[src/verilog/asc_regs.vh]
// Notes on behaviour
// - Scan enable steps channel 0 through scan list.
// - Channel count selects one, two or four channels.
// - Buffer half status shows half being filled.
// - Interrupt after sequences per interrupt plus one.
// - Split mode alternates halves; otherwise restart at zero.
// - Alternate mode toggles Sample A and Sample B.
// - Clock source bit picks RC or system clock.
// - Auto sample time counts zero to 31 periods.
// - System clock period times divider plus one.
// - Divider ignored while RC clock selected.
// - Aux negative code 0x ties inputs to ground.
// - Aux positive bit picks inputs 0-2 or 3-5.
// - Sample A aux fields share Sample B encodings.
// - Channel 0 negative bit: input 1 or ground.
// - Channel 0 positive code map, reserved above 15.
// - Sample A channel 0 field shares that map.
// - References always supply and ground.
// - Unimplemented bits read zero, writes ignored.
// - Auto-convert trigger ends sampling by counter.
// - Results go sequentially into sixteen buffer entries.
`ifndef ASC_REGS_VH
`define ASC_REGS_VH

// ****************************************************************
// Register offsets
// ****************************************************************
`define ASC_OFF_CTRL_TWO 8'h00
`define ASC_OFF_CTRL_THREE 8'h04
`define ASC_OFF_AUX_SEL 8'h08
`define ASC_OFF_MAIN_SEL 8'h0c
`define ASC_OFF_SEQ_CTRL 8'h10
`define ASC_OFF_SEQ_STAT 8'h14

// ****************************************************************
// Reset values and writable masks
// ****************************************************************
`define ASC_RESET_VAL 16'h0000
`define ASC_MASK_CTRL_TWO 16'he73f
`define ASC_MASK_CTRL_THREE 16'h9fff
`define ASC_MASK_AUX_SEL 16'h0707
`define ASC_MASK_MAIN_SEL 16'h9f9f
`define ASC_MASK_SEQ_CTRL 16'h0007

// ****************************************************************
// Field positions
// ****************************************************************
`define ASC_REF_CFG_HI 15
`define ASC_REF_CFG_LO 13
`define ASC_SCAN_EN 10
`define ASC_CHCNT_HI 9
`define ASC_CHCNT_LO 8
`define ASC_BUF_HALF 7
`define ASC_SPI_HI 5
`define ASC_SPI_LO 2
`define ASC_SPLIT 1
`define ASC_ALT 0
`define ASC_CLK_SRC 15
`define ASC_SAMPT_HI 12
`define ASC_SAMPT_LO 8
`define ASC_DIV_HI 7
`define ASC_DIV_LO 0
`define ASC_AUX_NEG_B_HI 10
`define ASC_AUX_NEG_B_LO 9
`define ASC_AUX_POS_B 8
`define ASC_AUX_NEG_A_HI 2
`define ASC_AUX_NEG_A_LO 1
`define ASC_AUX_POS_A 0
`define ASC_MAIN_NEG_B 15
`define ASC_MAIN_POS_B_HI 12
`define ASC_MAIN_POS_B_LO 8
`define ASC_MAIN_NEG_A 7
`define ASC_MAIN_POS_A_HI 4
`define ASC_MAIN_POS_A_LO 0
`define ASC_TRIG_HI 2
`define ASC_TRIG_LO 0

// ****************************************************************
// Encodings
// ****************************************************************
`define ASC_TRIG_AUTO 3'h7
`define ASC_DIV_RESERVED 8'h40
`define ASC_POS_LAST_PIN 5'h0c
`define ASC_POS_TEMP 5'h0d
`define ASC_POS_FLOAT 5'h0e
`define ASC_POS_PIN15 5'h0f
`define ASC_SPLIT_BASE 4'h8

`endif

[src/verilog/asc_tad_gen.v]
`timescale 1ns/1ps
`default_nettype none
`include "asc_regs.vh"

// ****************************************************************
// Conversion clock period tick generator
// ****************************************************************
module asc_tad_gen (
  input wire clock,
  input wire sys_rst,
  input wire rcClock,
  input wire useRc,
  input wire [7:0] divider,
  output reg tadTick
);

  reg rcSync1_q;
  reg rcSync2_q;
  reg rcLast_q;
  reg [7:0] divCount_q;
  wire divReserved;

  assign divReserved = (divider >= `ASC_DIV_RESERVED);

  // The RC clock is foreign, so it is synchronised before its edge is used.
  always @(posedge clock or posedge sys_rst) begin
    if (sys_rst) begin
      rcSync1_q <= 1'b0;
      rcSync2_q <= 1'b0;
      rcLast_q <= 1'b0;
    end else begin
      rcSync1_q <= rcClock;
      rcSync2_q <= rcSync1_q;
      rcLast_q <= rcSync2_q;
    end
  end

  always @(posedge clock or posedge sys_rst) begin
    if (sys_rst) begin
      divCount_q <= 8'h00;
      tadTick <= 1'b0;
    end else if (useRc) begin
      divCount_q <= 8'h00;
      tadTick <= rcSync2_q & ~rcLast_q;
    end else if (divReserved) begin
      // A reserved divider stops the clock rather than guessing a rate.
      divCount_q <= 8'h00;
      tadTick <= 1'b0;
    end else if (divCount_q >= divider) begin
      divCount_q <= 8'h00;
      tadTick <= 1'b1;
    end else begin
      divCount_q <= divCount_q + 8'h01;
      tadTick <= 1'b0;
    end
  end

endmodule // asc_tad_gen

`default_nettype wire

[src/verilog/asc_seq_control.v]
// Implementation choices: the placing of the registers and the APB register port.
`timescale 1ns/1ps
`default_nettype none
`include "asc_regs.vh"

// ****************************************************************
// Sequence, buffer and input selection control
// ****************************************************************
module asc_seq_control #(
  parameter [1:0] PART_CLASS = 2'd2,
  parameter [15:0] PIN_AVAIL = 16'h9fff
) (
  input wire clock,
  input wire sys_rst,
  input wire [7:0] paddr,
  input wire psel,
  input wire penable,
  input wire pwrite,
  input wire [31:0] pwdata,
  input wire [3:0] pstrb,
  output reg [31:0] prdata,
  output wire pready,
  output reg pslverr,
  input wire rcClock,
  input wire [15:0] scanList,
  input wire sampleStart,
  input wire convDone,
  output wire tadTick,
  output reg sampleEnd,
  output reg convIrq,
  output reg bufWrite,
  output reg [3:0] bufAddr,
  output reg [3:0] activeChannels,
  output reg samplePhaseB,
  output reg [4:0] mainPosSel,
  output reg mainPosConnect,
  output reg mainTempSense,
  output reg mainNegPin1,
  output reg auxPosHigh,
  output reg [2:0] auxPosConnect,
  output reg [1:0] auxNegSel,
  output reg [2:0] auxNegConnect,
  output reg auxNegGround,
  output reg refUpperSupply,
  output reg refLowerGround
);

  // ****************************************************************
  // Register storage
  // ****************************************************************
  reg [15:0] ctrlTwo_q;
  reg [15:0] ctrlThree_q;
  reg [15:0] auxSel_q;
  reg [15:0] mainSel_q;
  reg [15:0] seqCtrl_q;
  reg bufHalf_q;
  reg [3:0] bufPtr_q;
  reg [1:0] convIdx_q;
  reg [3:0] seqCount_q;
  reg phaseB_q;
  reg [3:0] scanPtr_q;
  reg sampling_q;
  reg [4:0] sampleLeft_q;

  wire setupPhase;
  wire writeAccess;
  wire [15:0] byteMask;
  wire [15:0] readCtrlTwo;
  wire [15:0] statusWord;
  wire scanOn;
  wire splitOn;
  wire altOn;
  wire [1:0] chanCount;
  wire [3:0] seqLimit;
  wire [2:0] trigSel;
  wire [4:0] sampleTime;
  wire seqDone;
  wire irqNow;
  wire [3:0] scanFirst;
  wire [3:0] scanNext;
  reg [1:0] lastIdx;
  reg [15:0] readWord;
  reg mapped;

  // ****************************************************************
  // Helpers
  // ****************************************************************
  function [15:0] merge_word;
    input [15:0] oldVal;
    input [15:0] newVal;
    input [15:0] strobes;
    input [15:0] writable;
    begin
      merge_word = (oldVal & ~(strobes & writable)) |
        (newVal & strobes & writable);
    end
  endfunction

  // Finds the next selected input after cur, wrapping round the list.
  function [3:0] scan_step;
    input [3:0] cur;
    input [15:0] lst;
    integer i;
    reg hit;
    reg [3:0] idx;
    begin
      hit = 1'b0;
      scan_step = cur;
      for (i = 1; i <= 16; i = i + 1) begin
        idx = cur + i[3:0];
        if (!hit && lst[idx]) begin
          hit = 1'b1;
          scan_step = idx;
        end
      end
    end
  endfunction

  // ****************************************************************
  // APB slave
  // ****************************************************************
  assign setupPhase = psel & ~penable;
  assign writeAccess = psel & penable & pwrite;
  assign pready = 1'b1;
  assign byteMask = {{8{pstrb[1]}}, {8{pstrb[0]}}};

  // The half bit is state, not storage, so it is merged in on read.
  assign readCtrlTwo = (ctrlTwo_q & `ASC_MASK_CTRL_TWO) |
    {8'h00, splitOn & bufHalf_q, 7'h00};
  assign statusWord = {2'b00, sampling_q, phaseB_q, scanPtr_q,
    seqCount_q, bufPtr_q};

  always @* begin
    mapped = 1'b1;
    case (paddr)
      `ASC_OFF_CTRL_TWO: begin
        readWord = readCtrlTwo;
      end
      `ASC_OFF_CTRL_THREE: begin
        readWord = ctrlThree_q & `ASC_MASK_CTRL_THREE;
      end
      `ASC_OFF_AUX_SEL: begin
        readWord = auxSel_q & `ASC_MASK_AUX_SEL;
      end
      `ASC_OFF_MAIN_SEL: begin
        readWord = mainSel_q & `ASC_MASK_MAIN_SEL;
      end
      `ASC_OFF_SEQ_CTRL: begin
        readWord = seqCtrl_q & `ASC_MASK_SEQ_CTRL;
      end
      `ASC_OFF_SEQ_STAT: begin
        readWord = statusWord;
      end
      default: begin
        readWord = 16'h0000;
        mapped = 1'b0;
      end
    endcase
  end

  // Read data is captured in the setup cycle so that it leaves a flop.
  always @(posedge clock or posedge sys_rst) begin
    if (sys_rst) begin
      prdata <= 32'h00000000;
      pslverr <= 1'b0;
    end else if (setupPhase) begin
      prdata <= {16'h0000, readWord};
      pslverr <= ~mapped;
    end
  end

  always @(posedge clock or posedge sys_rst) begin
    if (sys_rst) begin
      ctrlTwo_q <= `ASC_RESET_VAL;
      ctrlThree_q <= `ASC_RESET_VAL;
      auxSel_q <= `ASC_RESET_VAL;
      mainSel_q <= `ASC_RESET_VAL;
      seqCtrl_q <= `ASC_RESET_VAL;
    end else if (writeAccess) begin
      case (paddr)
        `ASC_OFF_CTRL_TWO: begin
          ctrlTwo_q <= merge_word(ctrlTwo_q, pwdata[15:0], byteMask,
            `ASC_MASK_CTRL_TWO);
        end
        `ASC_OFF_CTRL_THREE: begin
          ctrlThree_q <= merge_word(ctrlThree_q, pwdata[15:0], byteMask,
            `ASC_MASK_CTRL_THREE);
        end
        `ASC_OFF_AUX_SEL: begin
          auxSel_q <= merge_word(auxSel_q, pwdata[15:0], byteMask,
            `ASC_MASK_AUX_SEL);
        end
        `ASC_OFF_MAIN_SEL: begin
          mainSel_q <= merge_word(mainSel_q, pwdata[15:0], byteMask,
            `ASC_MASK_MAIN_SEL);
        end
        `ASC_OFF_SEQ_CTRL: begin
          seqCtrl_q <= merge_word(seqCtrl_q, pwdata[15:0], byteMask,
            `ASC_MASK_SEQ_CTRL);
        end
        default: begin
          seqCtrl_q <= seqCtrl_q;
        end
      endcase
    end
  end

  // ****************************************************************
  // Field decode
  // ****************************************************************
  assign scanOn = ctrlTwo_q[`ASC_SCAN_EN];
  assign splitOn = ctrlTwo_q[`ASC_SPLIT];
  assign altOn = ctrlTwo_q[`ASC_ALT];
  assign chanCount = ctrlTwo_q[`ASC_CHCNT_HI:`ASC_CHCNT_LO];
  assign seqLimit = ctrlTwo_q[`ASC_SPI_HI:`ASC_SPI_LO];
  assign trigSel = seqCtrl_q[`ASC_TRIG_HI:`ASC_TRIG_LO];
  assign sampleTime = ctrlThree_q[`ASC_SAMPT_HI:`ASC_SAMPT_LO];

  always @* begin
    if (chanCount[1]) begin
      lastIdx = 2'd3;
    end else if (chanCount[0]) begin
      lastIdx = 2'd1;
    end else begin
      lastIdx = 2'd0;
    end
  end

  // ****************************************************************
  // Conversion clock
  // ****************************************************************
  asc_tad_gen u_tad (
    .clock(clock),
    .sys_rst(sys_rst),
    .rcClock(rcClock),
    .useRc(ctrlThree_q[`ASC_CLK_SRC]),
    .divider(ctrlThree_q[`ASC_DIV_HI:`ASC_DIV_LO]),
    .tadTick(tadTick)
  );

  // ****************************************************************
  // Auto-sample timer
  // ****************************************************************
  // Other trigger sources end sampling elsewhere; the counter then idles.
  always @(posedge clock or posedge sys_rst) begin
    if (sys_rst) begin
      sampling_q <= 1'b0;
      sampleLeft_q <= 5'h00;
      sampleEnd <= 1'b0;
    end else if (sampleStart && trigSel == `ASC_TRIG_AUTO) begin
      sampling_q <= 1'b1;
      sampleLeft_q <= sampleTime;
      sampleEnd <= 1'b0;
    end else if (sampling_q && sampleLeft_q == 5'h00) begin
      sampling_q <= 1'b0;
      sampleEnd <= 1'b1;
    end else begin
      sampleEnd <= 1'b0;
      if (sampling_q && tadTick) begin
        sampleLeft_q <= sampleLeft_q - 5'h01;
      end
    end
  end

  // ****************************************************************
  // Sequence and buffer control
  // ****************************************************************
  assign seqDone = convDone && (convIdx_q == lastIdx);
  assign irqNow = seqDone && (seqCount_q == seqLimit);
  assign scanFirst = scan_step(4'hf, scanList);
  assign scanNext = scan_step(scanPtr_q, scanList);

  always @(posedge clock or posedge sys_rst) begin
    if (sys_rst) begin
      convIdx_q <= 2'd0;
      seqCount_q <= 4'h0;
      convIrq <= 1'b0;
      bufWrite <= 1'b0;
      bufAddr <= 4'h0;
      bufPtr_q <= 4'h0;
      bufHalf_q <= 1'b0;
    end else begin
      bufWrite <= convDone;
      convIrq <= irqNow;
      if (convDone) begin
        bufAddr <= bufPtr_q;
        convIdx_q <= seqDone ? 2'd0 : convIdx_q + 2'd1;
      end
      if (irqNow) begin
        seqCount_q <= 4'h0;
        if (splitOn) begin
          bufHalf_q <= ~bufHalf_q;
          bufPtr_q <= bufHalf_q ? 4'h0 : `ASC_SPLIT_BASE;
        end else begin
          bufHalf_q <= 1'b0;
          bufPtr_q <= 4'h0;
        end
      end else begin
        if (seqDone) begin
          seqCount_q <= seqCount_q + 4'h1;
        end
        if (convDone) begin
          bufPtr_q <= bufPtr_q + 4'h1;
        end
        if (!splitOn) begin
          bufHalf_q <= 1'b0;
        end
      end
    end
  end

  // ****************************************************************
  // Sample A and B alternation and input scan
  // ****************************************************************
  always @(posedge clock or posedge sys_rst) begin
    if (sys_rst) begin
      phaseB_q <= 1'b0;
      scanPtr_q <= 4'h0;
    end else begin
      if (!altOn) begin
        phaseB_q <= 1'b0;
      end else if (seqDone) begin
        phaseB_q <= ~phaseB_q;
      end
      // The list restarts at each interrupt so every batch starts alike.
      if (!scanOn || irqNow) begin
        scanPtr_q <= scanFirst;
      end else if (seqDone && !phaseB_q) begin
        scanPtr_q <= scanNext;
      end
    end
  end

  // ****************************************************************
  // Input multiplexer selection
  // ****************************************************************
  reg [4:0] posCode;
  reg posBit;
  reg [1:0] negCode;

  always @* begin
    if (phaseB_q) begin
      posCode = mainSel_q[`ASC_MAIN_POS_B_HI:`ASC_MAIN_POS_B_LO];
      posBit = auxSel_q[`ASC_AUX_POS_B];
      negCode = auxSel_q[`ASC_AUX_NEG_B_HI:`ASC_AUX_NEG_B_LO];
    end else begin
      posCode = scanOn ? {1'b0, scanPtr_q} :
        mainSel_q[`ASC_MAIN_POS_A_HI:`ASC_MAIN_POS_A_LO];
      posBit = auxSel_q[`ASC_AUX_POS_A];
      negCode = auxSel_q[`ASC_AUX_NEG_A_HI:`ASC_AUX_NEG_A_LO];
    end
  end

  always @(posedge clock or posedge sys_rst) begin
    if (sys_rst) begin
      activeChannels <= 4'h0;
      samplePhaseB <= 1'b0;
      mainPosSel <= 5'h00;
      mainPosConnect <= 1'b0;
      mainTempSense <= 1'b0;
      mainNegPin1 <= 1'b0;
      auxPosHigh <= 1'b0;
      auxPosConnect <= 3'h0;
      auxNegSel <= 2'h0;
      auxNegConnect <= 3'h0;
      auxNegGround <= 1'b0;
      refUpperSupply <= 1'b0;
      refLowerGround <= 1'b0;
    end else begin
      activeChannels <= {lastIdx[1], lastIdx[1], |lastIdx, 1'b1};
      samplePhaseB <= phaseB_q;
      refUpperSupply <= 1'b1;
      refLowerGround <= 1'b1;
      mainPosSel <= posCode;
      mainPosConnect <= (posCode <= `ASC_POS_LAST_PIN ||
        posCode == `ASC_POS_PIN15) && PIN_AVAIL[posCode[3:0]];
      mainTempSense <= (posCode == `ASC_POS_TEMP);
      mainNegPin1 <= phaseB_q ? mainSel_q[`ASC_MAIN_NEG_B] :
        mainSel_q[`ASC_MAIN_NEG_A];
      auxPosHigh <= posBit;
      auxPosConnect <= (posBit && PART_CLASS == 2'd0) ? 3'b001 : 3'b111;
      auxNegSel <= negCode;
      auxNegGround <= ~negCode[1];
      case (negCode)
        2'b11: begin
          auxNegConnect <= (PART_CLASS == 2'd2) ? 3'b111 :
            (PART_CLASS == 2'd1) ? 3'b011 : 3'b000;
        end
        2'b10: begin
          auxNegConnect <= (PART_CLASS == 2'd2) ? 3'b111 : 3'b000;
        end
        default: begin
          auxNegConnect <= 3'b000;
        end
      endcase
    end
  end

endmodule // asc_seq_control

`default_nettype wire

[config.mk]
export PLATFORM = sky130hd
export DESIGN_NAME = asc_seq_control
export DESIGN_NICKNAME = d
export VERILOG_FILES = /design/src/verilog/asc_tad_gen.v /design/src/verilog/asc_seq_control.v
export VERILOG_INCLUDE_DIRS = /design/src /design/src/verilog
export SDC_FILE = /design/constraint.sdc
export NUM_CORES = 1
export LEC_CHECK = 0
export BUFFER_PORTS_ARGS = -buffer_cell sky130_fd_sc_hd__buf_2
export CORE_ASPECT_RATIO = 1.2
export CORE_MARGIN = 3
export CORE_UTILIZATION = 58
export CTS_CLUSTER_DIAMETER = 30
export DETAILED_ROUTE_END_ITERATION = 7
export PLACE_DENSITY = 0.82
export SYNTH_ARGS = -nofsm -noshare
export SYNTH_HDL_FRONTEND = slang
export SYNTH_SLANG_ARGS = --single-unit
[constraint.sdc]
create_clock -name clock -period 10.3 [get_ports clock]
set_clock_uncertainty 0.15 [all_clocks]
set_input_delay 1.03 -clock clock [delete_from_list [all_inputs] [get_ports clock]]
set_output_delay 1.03 -clock clock [all_outputs]
set_load 0.05 [all_outputs]
==> results.md, run 1 <==
| Item | This run | Unit |
|---|---|---|
| Fraction of the cycle the final worst path needs | 47.2 | % |
| CTS resizes | 0 | - |
| Dpl ws | 5.50 | ns |
| Dpl hpwl | 15800 | um |
| Primary FF master, synth | dfrtp_1 | - |
| Final Max Tran Viols | 0 | - |
| Die span in x | 114 | um |
| Post-route worst setup slack | 5.44 | ns |
| Worst Hold Path Cells | 0 | - |
| Total power consumption of the routed design | 1.56 | mW |
| Maximum number of pins on one net before global-route repair | 87 | - |
| Detailed Route Iter0 Violations | 659 | - |
| Sequential-to-total area share from yosys stat | 37.1 | % |
| Transition time of the tightest slew-check pin | 1.22 | ns |
| Clock sinks | 121 | - |
| Classification of the worst setup path | reg2reg | - |
| Worst Setup Start Kind | register | - |
| Starting Density | 60.6 | % |
| Post-synth EDFFs | 0 | - |
| Number of antenna violations at the first check in global routing | 0 | - |
| Critical path data arrival time | 5.04 | ns |
| Max_cap viols | 0 | - |
| Grt total ovfl | 0 | - |
| Final setup violation count | 0 | - |
| Status | finished, final reports clean | - |
| Area added between synthesis and finish | 12.8 | % |
| Placed Area | 8600 | um^2 |
| Filler cells | 1011 | - |
| Overall routed net length | 22000 | um |
| Routed vias/inst | 6.29 | - |
| Power per standard cell area | 169 | nW/um^2 |
| Via count of the first global-routing pass | 6613 | - |
| First-pass GRT wire length | 35100 | um |
| Number of setup buffers added after CTS | 0 | - |
| Static leakage | 4.26 | nW |
| Number of buffers inserted by hold repair at cts | 0 | - |
| Avg Synthesized Cell Area | 10.2 | um^2 |
| Data required time at the worst endpoint | 10.47 | ns |
| Final Hold Vio Count | 0 | - |
| Clock-pin slew on the worst setup and hold paths | 0.05 | ns |
| Die footprint | 15500 | um^2 |
| Clock latency on the worst-skew pair | 0.41 | ns |
| Routed wire per std cell | 20.9 | um |
| CTS tree | yes | - |
| Hold worst-path end | u_tad.rcSync2_q | - |
| Number of cell rows | 46 | - |
| Classification of the worst-slack hold path | reg2reg | - |
| Nets@finish | 966 | - |
| Async SR Flop Fraction | 100 | % |
| Smallest hold slack | 0.209 | ns |
| Post-synthesis cell count | 796 | - |
| Post-route antenna net violation count | 0 | - |
| Final design instance area without fill | 9200 | um^2 |
| Clock root buffer | clkbuf_16 | - |
| Worst VDD drop | 0.184 | mV |
| Finished Core Util | 68.3 | % |
| Min cycle time layout | 4.86 | ns |
| Synth warnings | 0 | - |
| Synth cell types | 71 | - |
| Hold path startpoint | u_tad.rcSync1_q | - |
| Total of flip-flops plus latches after synthesis | 121 | - |
| Maximum clock insertion buffer count | 2 | - |
| Worst-path maximum fanout | 34 | - |
| Headroom to the max-slew limit | 18.5 | % |
| Number of cell instances on the worst register-to-register path | 12 | - |
| Number of buffer cells added on primary ports | 99 | - |
| Vertical extent of the die | 136 | um |
| Number of I/O pins | 135 | - |
| Number of detailed-route iterations in the first pass | 5 | - |
| Unrepaired setup endpoints after global routing | false | - |
| Ant. Diodes | 0 | - |
| Count of H-tree levels built during CTS | 4 | - |
| Residual DRC count | 0 | - |
| Fraction of layout instances using a drive strength above 1 | 27.8 | % |
| R2R Path End | scanPtr_q[3] | - |
| Final sum of negative setup slack | 0 | ns |
| # placed instances | 1024 | - |
| Number of buffers created by CTS | 17 | - |
| Achievable clock frequency | 0.206 | GHz |
| Beginning of the worst register-to-register path | scanPtr_q[0] | - |
| Placeable core region | 13500 | um^2 |
| Total routing resource utilization after global routing | 28.9 | % |
| Number of cells in the finished layout apart from fillers | 1055 | - |
| Final weighted congestion in routability-driven placement | 0.960 | - |
| Cell area after technology mapping | 8160 | um^2 |
| Type of element capturing the critical path | register | - |
| Vias | 6641 | - |
| Leading cell type in the layout, fill and taps excluded | dfrtp_1 | - |
| Most used cells in the layout excluding fill and tap cells | dfrtp_1, buf_2, nand2_1, mux2_2, nor2_1 | - |
| Register-to-register path setup slack | 5.44 | ns |
[routing by layer]
layer  GRT usage, %  share of wire, %
met1           35.3                39
met2           50.1                52
met3           5.21               6.0
met4           12.0               3.2
met5              0                 0
[worst max-delay path: stages (launching register included)]
cell     delay (ns)
dfrtp_1        0.32
buf_4          0.45
inv_2          0.20
ha_1           0.85
mux2_2         0.43
mux4_2         0.52
mux2_2         0.35
nor2_2         0.31
nand3_1        0.25
nor2_1         0.31
o21ai_1        0.15
a32o_1         0.26
a31oi_1        0.18
[worst max-delay path by stage]
stage                       from           end  slack [ns]  cells past startpoint
floorplan                sys_rst     async pin        5.91                      1
global placement    scanPtr_q[0]  scanPtr_q[3]        5.51                     12
detailed placement  scanPtr_q[0]  scanPtr_q[0]        5.50                     12
CTS                 scanPtr_q[0]  scanPtr_q[3]        5.48                     12
global route        scanPtr_q[0]  scanPtr_q[3]        5.14                     12
finish              scanPtr_q[0]  scanPtr_q[3]        5.44                     12
[kinds of logic after synthesis]
kind of cell | Yosys count | share of synthesized area (%)
xor gates and xnor gates | 31 | 3.60
adders and majority gates | 23 | 3.53
and+or+nand+nor | 209 | 12.0
AOI/OAI and AO/OA | 160 | 12.8
muxes | 153 | 24.7
buffers and inverters | 97 | 6.18
DFF | 121 | 37.1
other | 2 | 0.0921
[final cells by class]
type                    instances  area, um^2  area share (%)
inverters                      37         141            1.54
clock buffers                  23         488            5.30
repair buffers                104         533            5.79
well taps                     168         210            2.28
multi-input cells             594        4680            50.9
flip-flops and latches        121        3030            32.9
clock inverters                 8         118            1.28
[synth_stat cells (all sizes together), types with 3 or more instances]
cell | number | area share (%)
nor4 | 7 | 0.61
nor2b | 4 | 0.31
a22oi | 9 | 0.83
nor3 | 13 | 0.86
a31oi | 7 | 0.54
nor2 | 61 | 2.9
a21oi | 28 | 1.7
mux4 | 30 | 8.3
xnor2 | 17 | 2.1
o22ai | 7 | 0.54
or2 | 3 | 0.23
nand3b | 3 | 0.28
nand4 | 7 | 0.54
o211ai | 3 | 0.28
ha | 23 | 3.5
and3 | 7 | 0.54
o21a | 4 | 0.37
o21ai | 48 | 2.9
o21bai | 4 | 0.37
o32ai | 4 | 0.43
clkbuf | 22 | 1.0
a211o | 4 | 0.43
mux2 | 82 | 11
a21boi | 4 | 0.37
or4b | 3 | 0.37
xor2 | 14 | 1.5
a21o | 6 | 0.55
a211oi | 5 | 0.46
o31ai | 4 | 0.37
a22o | 4 | 0.43
mux2i | 41 | 5.0
inv | 35 | 1.6
a2111oi | 3 | 0.32
dfrtp | 121 | 37
nand2b | 7 | 0.54
a32oi | 4 | 0.43
nand3 | 12 | 0.74
buf | 38 | 3.5
nand2 | 74 | 3.4
[where the power goes]
part           switching, mW  internal, mW  total, mW
registers             0.0438         0.516      0.560
logic                  0.253         0.146      0.399
clock network          0.198         0.402      0.601
Note: power is estimated with default switching activity, not from simulation.
==> inputs of run 2 (changes only) <==
Settings changed: CORE_UTILIZATION 58 to 52, PLACE_DENSITY 0.82 to 0.77.
Clock period 10.3 ns to 4 ns, I/O delays scaled along.
==> run 2 against run 1 <==
Net effect: register-to-register slack worse by 5.2 ns; core utilization down 5.8 points; sequential share of layout area down 1.0 points; combinational power rose to 2.6 times the previous value; die area up 11%; first-iteration DRC count up 4.6%; count of clock-buffer cells in the layout down 3; sequential cell count unchanged; critical path type unchanged; highest routed layer unchanged.
==> results.md, run 2 (synthesized netlist as in run 1, its figures left out) <==
| Item | This run | Unit |
|---|---|---|
| Status | finished, final reports clean | - |
| Final Max Tran Viols | 0 | - |
| Ant. Diodes | 0 | - |
| Dpl hpwl | 16700 | um |
| Routed wire per std cell | 20.4 | um |
| Number of buffer cells added on primary ports | 99 | - |
| Post-route antenna net violation count | 0 | - |
| Top cell by count, worst path | or4b_1 | - |
| Filler cells | 1257 | - |
| Final setup violation count | 0 | - |
| Overall routed net length | 22700 | um |
| Clock latency on the worst-skew pair | 0.42 | ns |
| Clock group share of total power | 40.6 | % |
| Number of I/O pins | 135 | - |
| Final weighted congestion in routability-driven placement | 0.999 | - |
| Switching power summed over all nets | 1.32 | mW |
| Internal power of the cells | 2.88 | mW |
| Type of element capturing the critical path | register | - |
| Critical-path cell list | inv_1 -> ha_1 -> a21boi_1 -> xnor2_1 -> mux4_2 -> nor4_2 -> o21ai_1 -> or4b_1 -> a31oi_1 -> or4b_1 -> a41oi_2 | - |
| First-pass GRT wire length | 35700 | um |
| Number of buffers created by CTS | 17 | - |
| Fraction of layout instances using a drive strength above 1 | 29.9 | % |
| Residual DRC count | 0 | - |
| Maximum clock insertion buffer count | 2 | - |
| Worst VDD drop | 0.334 | mV |
| Family with the most delay on the worst path | simple AND/OR/NAND/NOR gates | - |
| Die footprint | 17200 | um^2 |
| Nets@finish | 988 | - |
| Number of cell rows | 49 | - |
| Min cycle time layout | 3.73 | ns |
| Detailed Route Iter0 Violations | 689 | - |
| Grt total ovfl | 0 | - |
| Number of cell instances on the worst register-to-register path | 11 | - |
| Max_cap viols | 0 | - |
| Clock-pin slew on the worst setup and hold paths | 0.05 | ns |
| Achievable clock frequency | 0.268 | GHz |
| CP max stage delay | 0.66 | ns |
| Clock root buffer | clkbuf_16 | - |
| CTS tree | yes | - |
| Worst path depth | 11 | - |
| Data required time at the worst endpoint | 4.18 | ns |
| Switching part of the total power | 31.4 | % |
| Final sum of negative setup slack | 0 | ns |
| Register-to-register path setup slack | 0.27 | ns |
| Fraction of the cycle the final worst path needs | 93.4 | % |
| Number of antenna violations at the first check in global routing | 0 | - |
| Classification of the worst-slack hold path | in2async | - |
| Total routing resource utilization after global routing | 26.6 | % |
| Worst-path maximum fanout | 10 | - |
| Critical path buffers and inverters | 1 | - |
| Unrepaired setup endpoints after global routing | false | - |
| Clock sinks | 121 | - |
| Die span in x | 120 | um |
| Combinational group share of total power | 25.1 | % |
| Number of setup buffers added after CTS | 0 | - |
| Starting Density | 53.6 | % |
| Master of the slowest instance on the critical path | dfrtp_1 | - |
| Classification of the worst setup path | reg2reg | - |
| Routed vias/inst | 6.01 | - |
| Number of detailed-route iterations in the first pass | 5 | - |
| Power per standard cell area | 441 | nW/um^2 |
| Placeable core region | 15200 | um^2 |
| Static leakage | 4.40 | nW |
| Leading cell type in the layout, fill and taps excluded | dfrtp_1 | - |
| Transition time of the tightest slew-check pin | 1.17 | ns |
| Most used cells in the layout excluding fill and tap cells | dfrtp_1, buf_2, nand2_1, mux2_2, nor2_1 | - |
| Headroom to the max-slew limit | 22.3 | % |
| Sequential Power Share | 34.3 | % |
| Via count of the first global-routing pass | 6691 | - |
| Vertical extent of the die | 143 | um |
| Maximum number of pins on one net before global-route repair | 72 | - |
| Area added between synthesis and finish | 16.5 | % |
| Final Hold Vio Count | 0 | - |
| Vias | 6696 | - |
| Worst Setup Start Kind | register | - |
| Critical path data arrival time | 3.91 | ns |
| Finished Core Util | 62.5 | % |
| Count of H-tree levels built during CTS | 4 | - |
-- run 2: final timing paths --
path	startpoint	end
max	scanPtr_q[2]	scanPtr_q[1]
min	sys_rst	u_tad.tadTick
max reg2reg	scanPtr_q[2]	scanPtr_q[1]
min reg2reg	u_tad.rcSync1_q	u_tad.rcSync2_q
min in group clock	pwdata[6]	register
max in group asynchronous	sys_rst	prdata[4]
-- run 2: metal layers --
layer,track usage [%],wire length (um),vias up
met1,32.3,8900,3274
li1,-,-,3072
met2,46.9,11700,287
met4,12.0,842,0
met5,0,0,-
met3,4.00,1210,63
-- run 2: layout make-up --
| cell class | count | area (um^2) | area share [%] |
|---|---|---|---|
| multi-input cells | 594 | 4700 | 49.5 |
| flip-flops and latches | 121 | 3030 | 31.9 |
| repair buffers | 126 | 713 | 7.50 |
| clock buffers | 20 | 467 | 4.91 |
| well taps | 204 | 255 | 2.69 |
| clock inverters | 12 | 195 | 2.05 |
| inverters | 37 | 141 | 1.49 |
-- run 2: through the flow --
step	instance area [um^2]	total power, mW	std cells	setup slack [ns]	hold WS [ns]
2_1_floorplan	8220	2.21	812	0.189	0.181
3_3_place_gp	8810	2.46	1081	0.170	0.183
3_5_place_dp	8810	2.48	1081	0.143	0.191
4_1_cts	9480	4.19	1114	0.118	0.0589
5_1_grt	9500	4.36	1114	0.0466	0.0644
6_report	9500	4.19	1114	0.266	0.0305
-- run 2: what timing repair did --
item,in CTS,in global routing
endpoints found under the hold margin,1,0
hold buffers,1,0
gates resized for setup,0,3
endpoints found under the setup margin,0,4
-- run 2: power groups by stage --
stage | logic, mW | registers [mW] | clock network, mW
floorplan | 0.695 | 1.51 | 0
global placement | 1.02 | 1.45 | 0
detailed placement | 1.03 | 1.45 | 0
CTS | 1.04 | 1.43 | 1.71
global route | 1.14 | 1.45 | 1.77
finish | 1.05 | 1.44 | 1.70
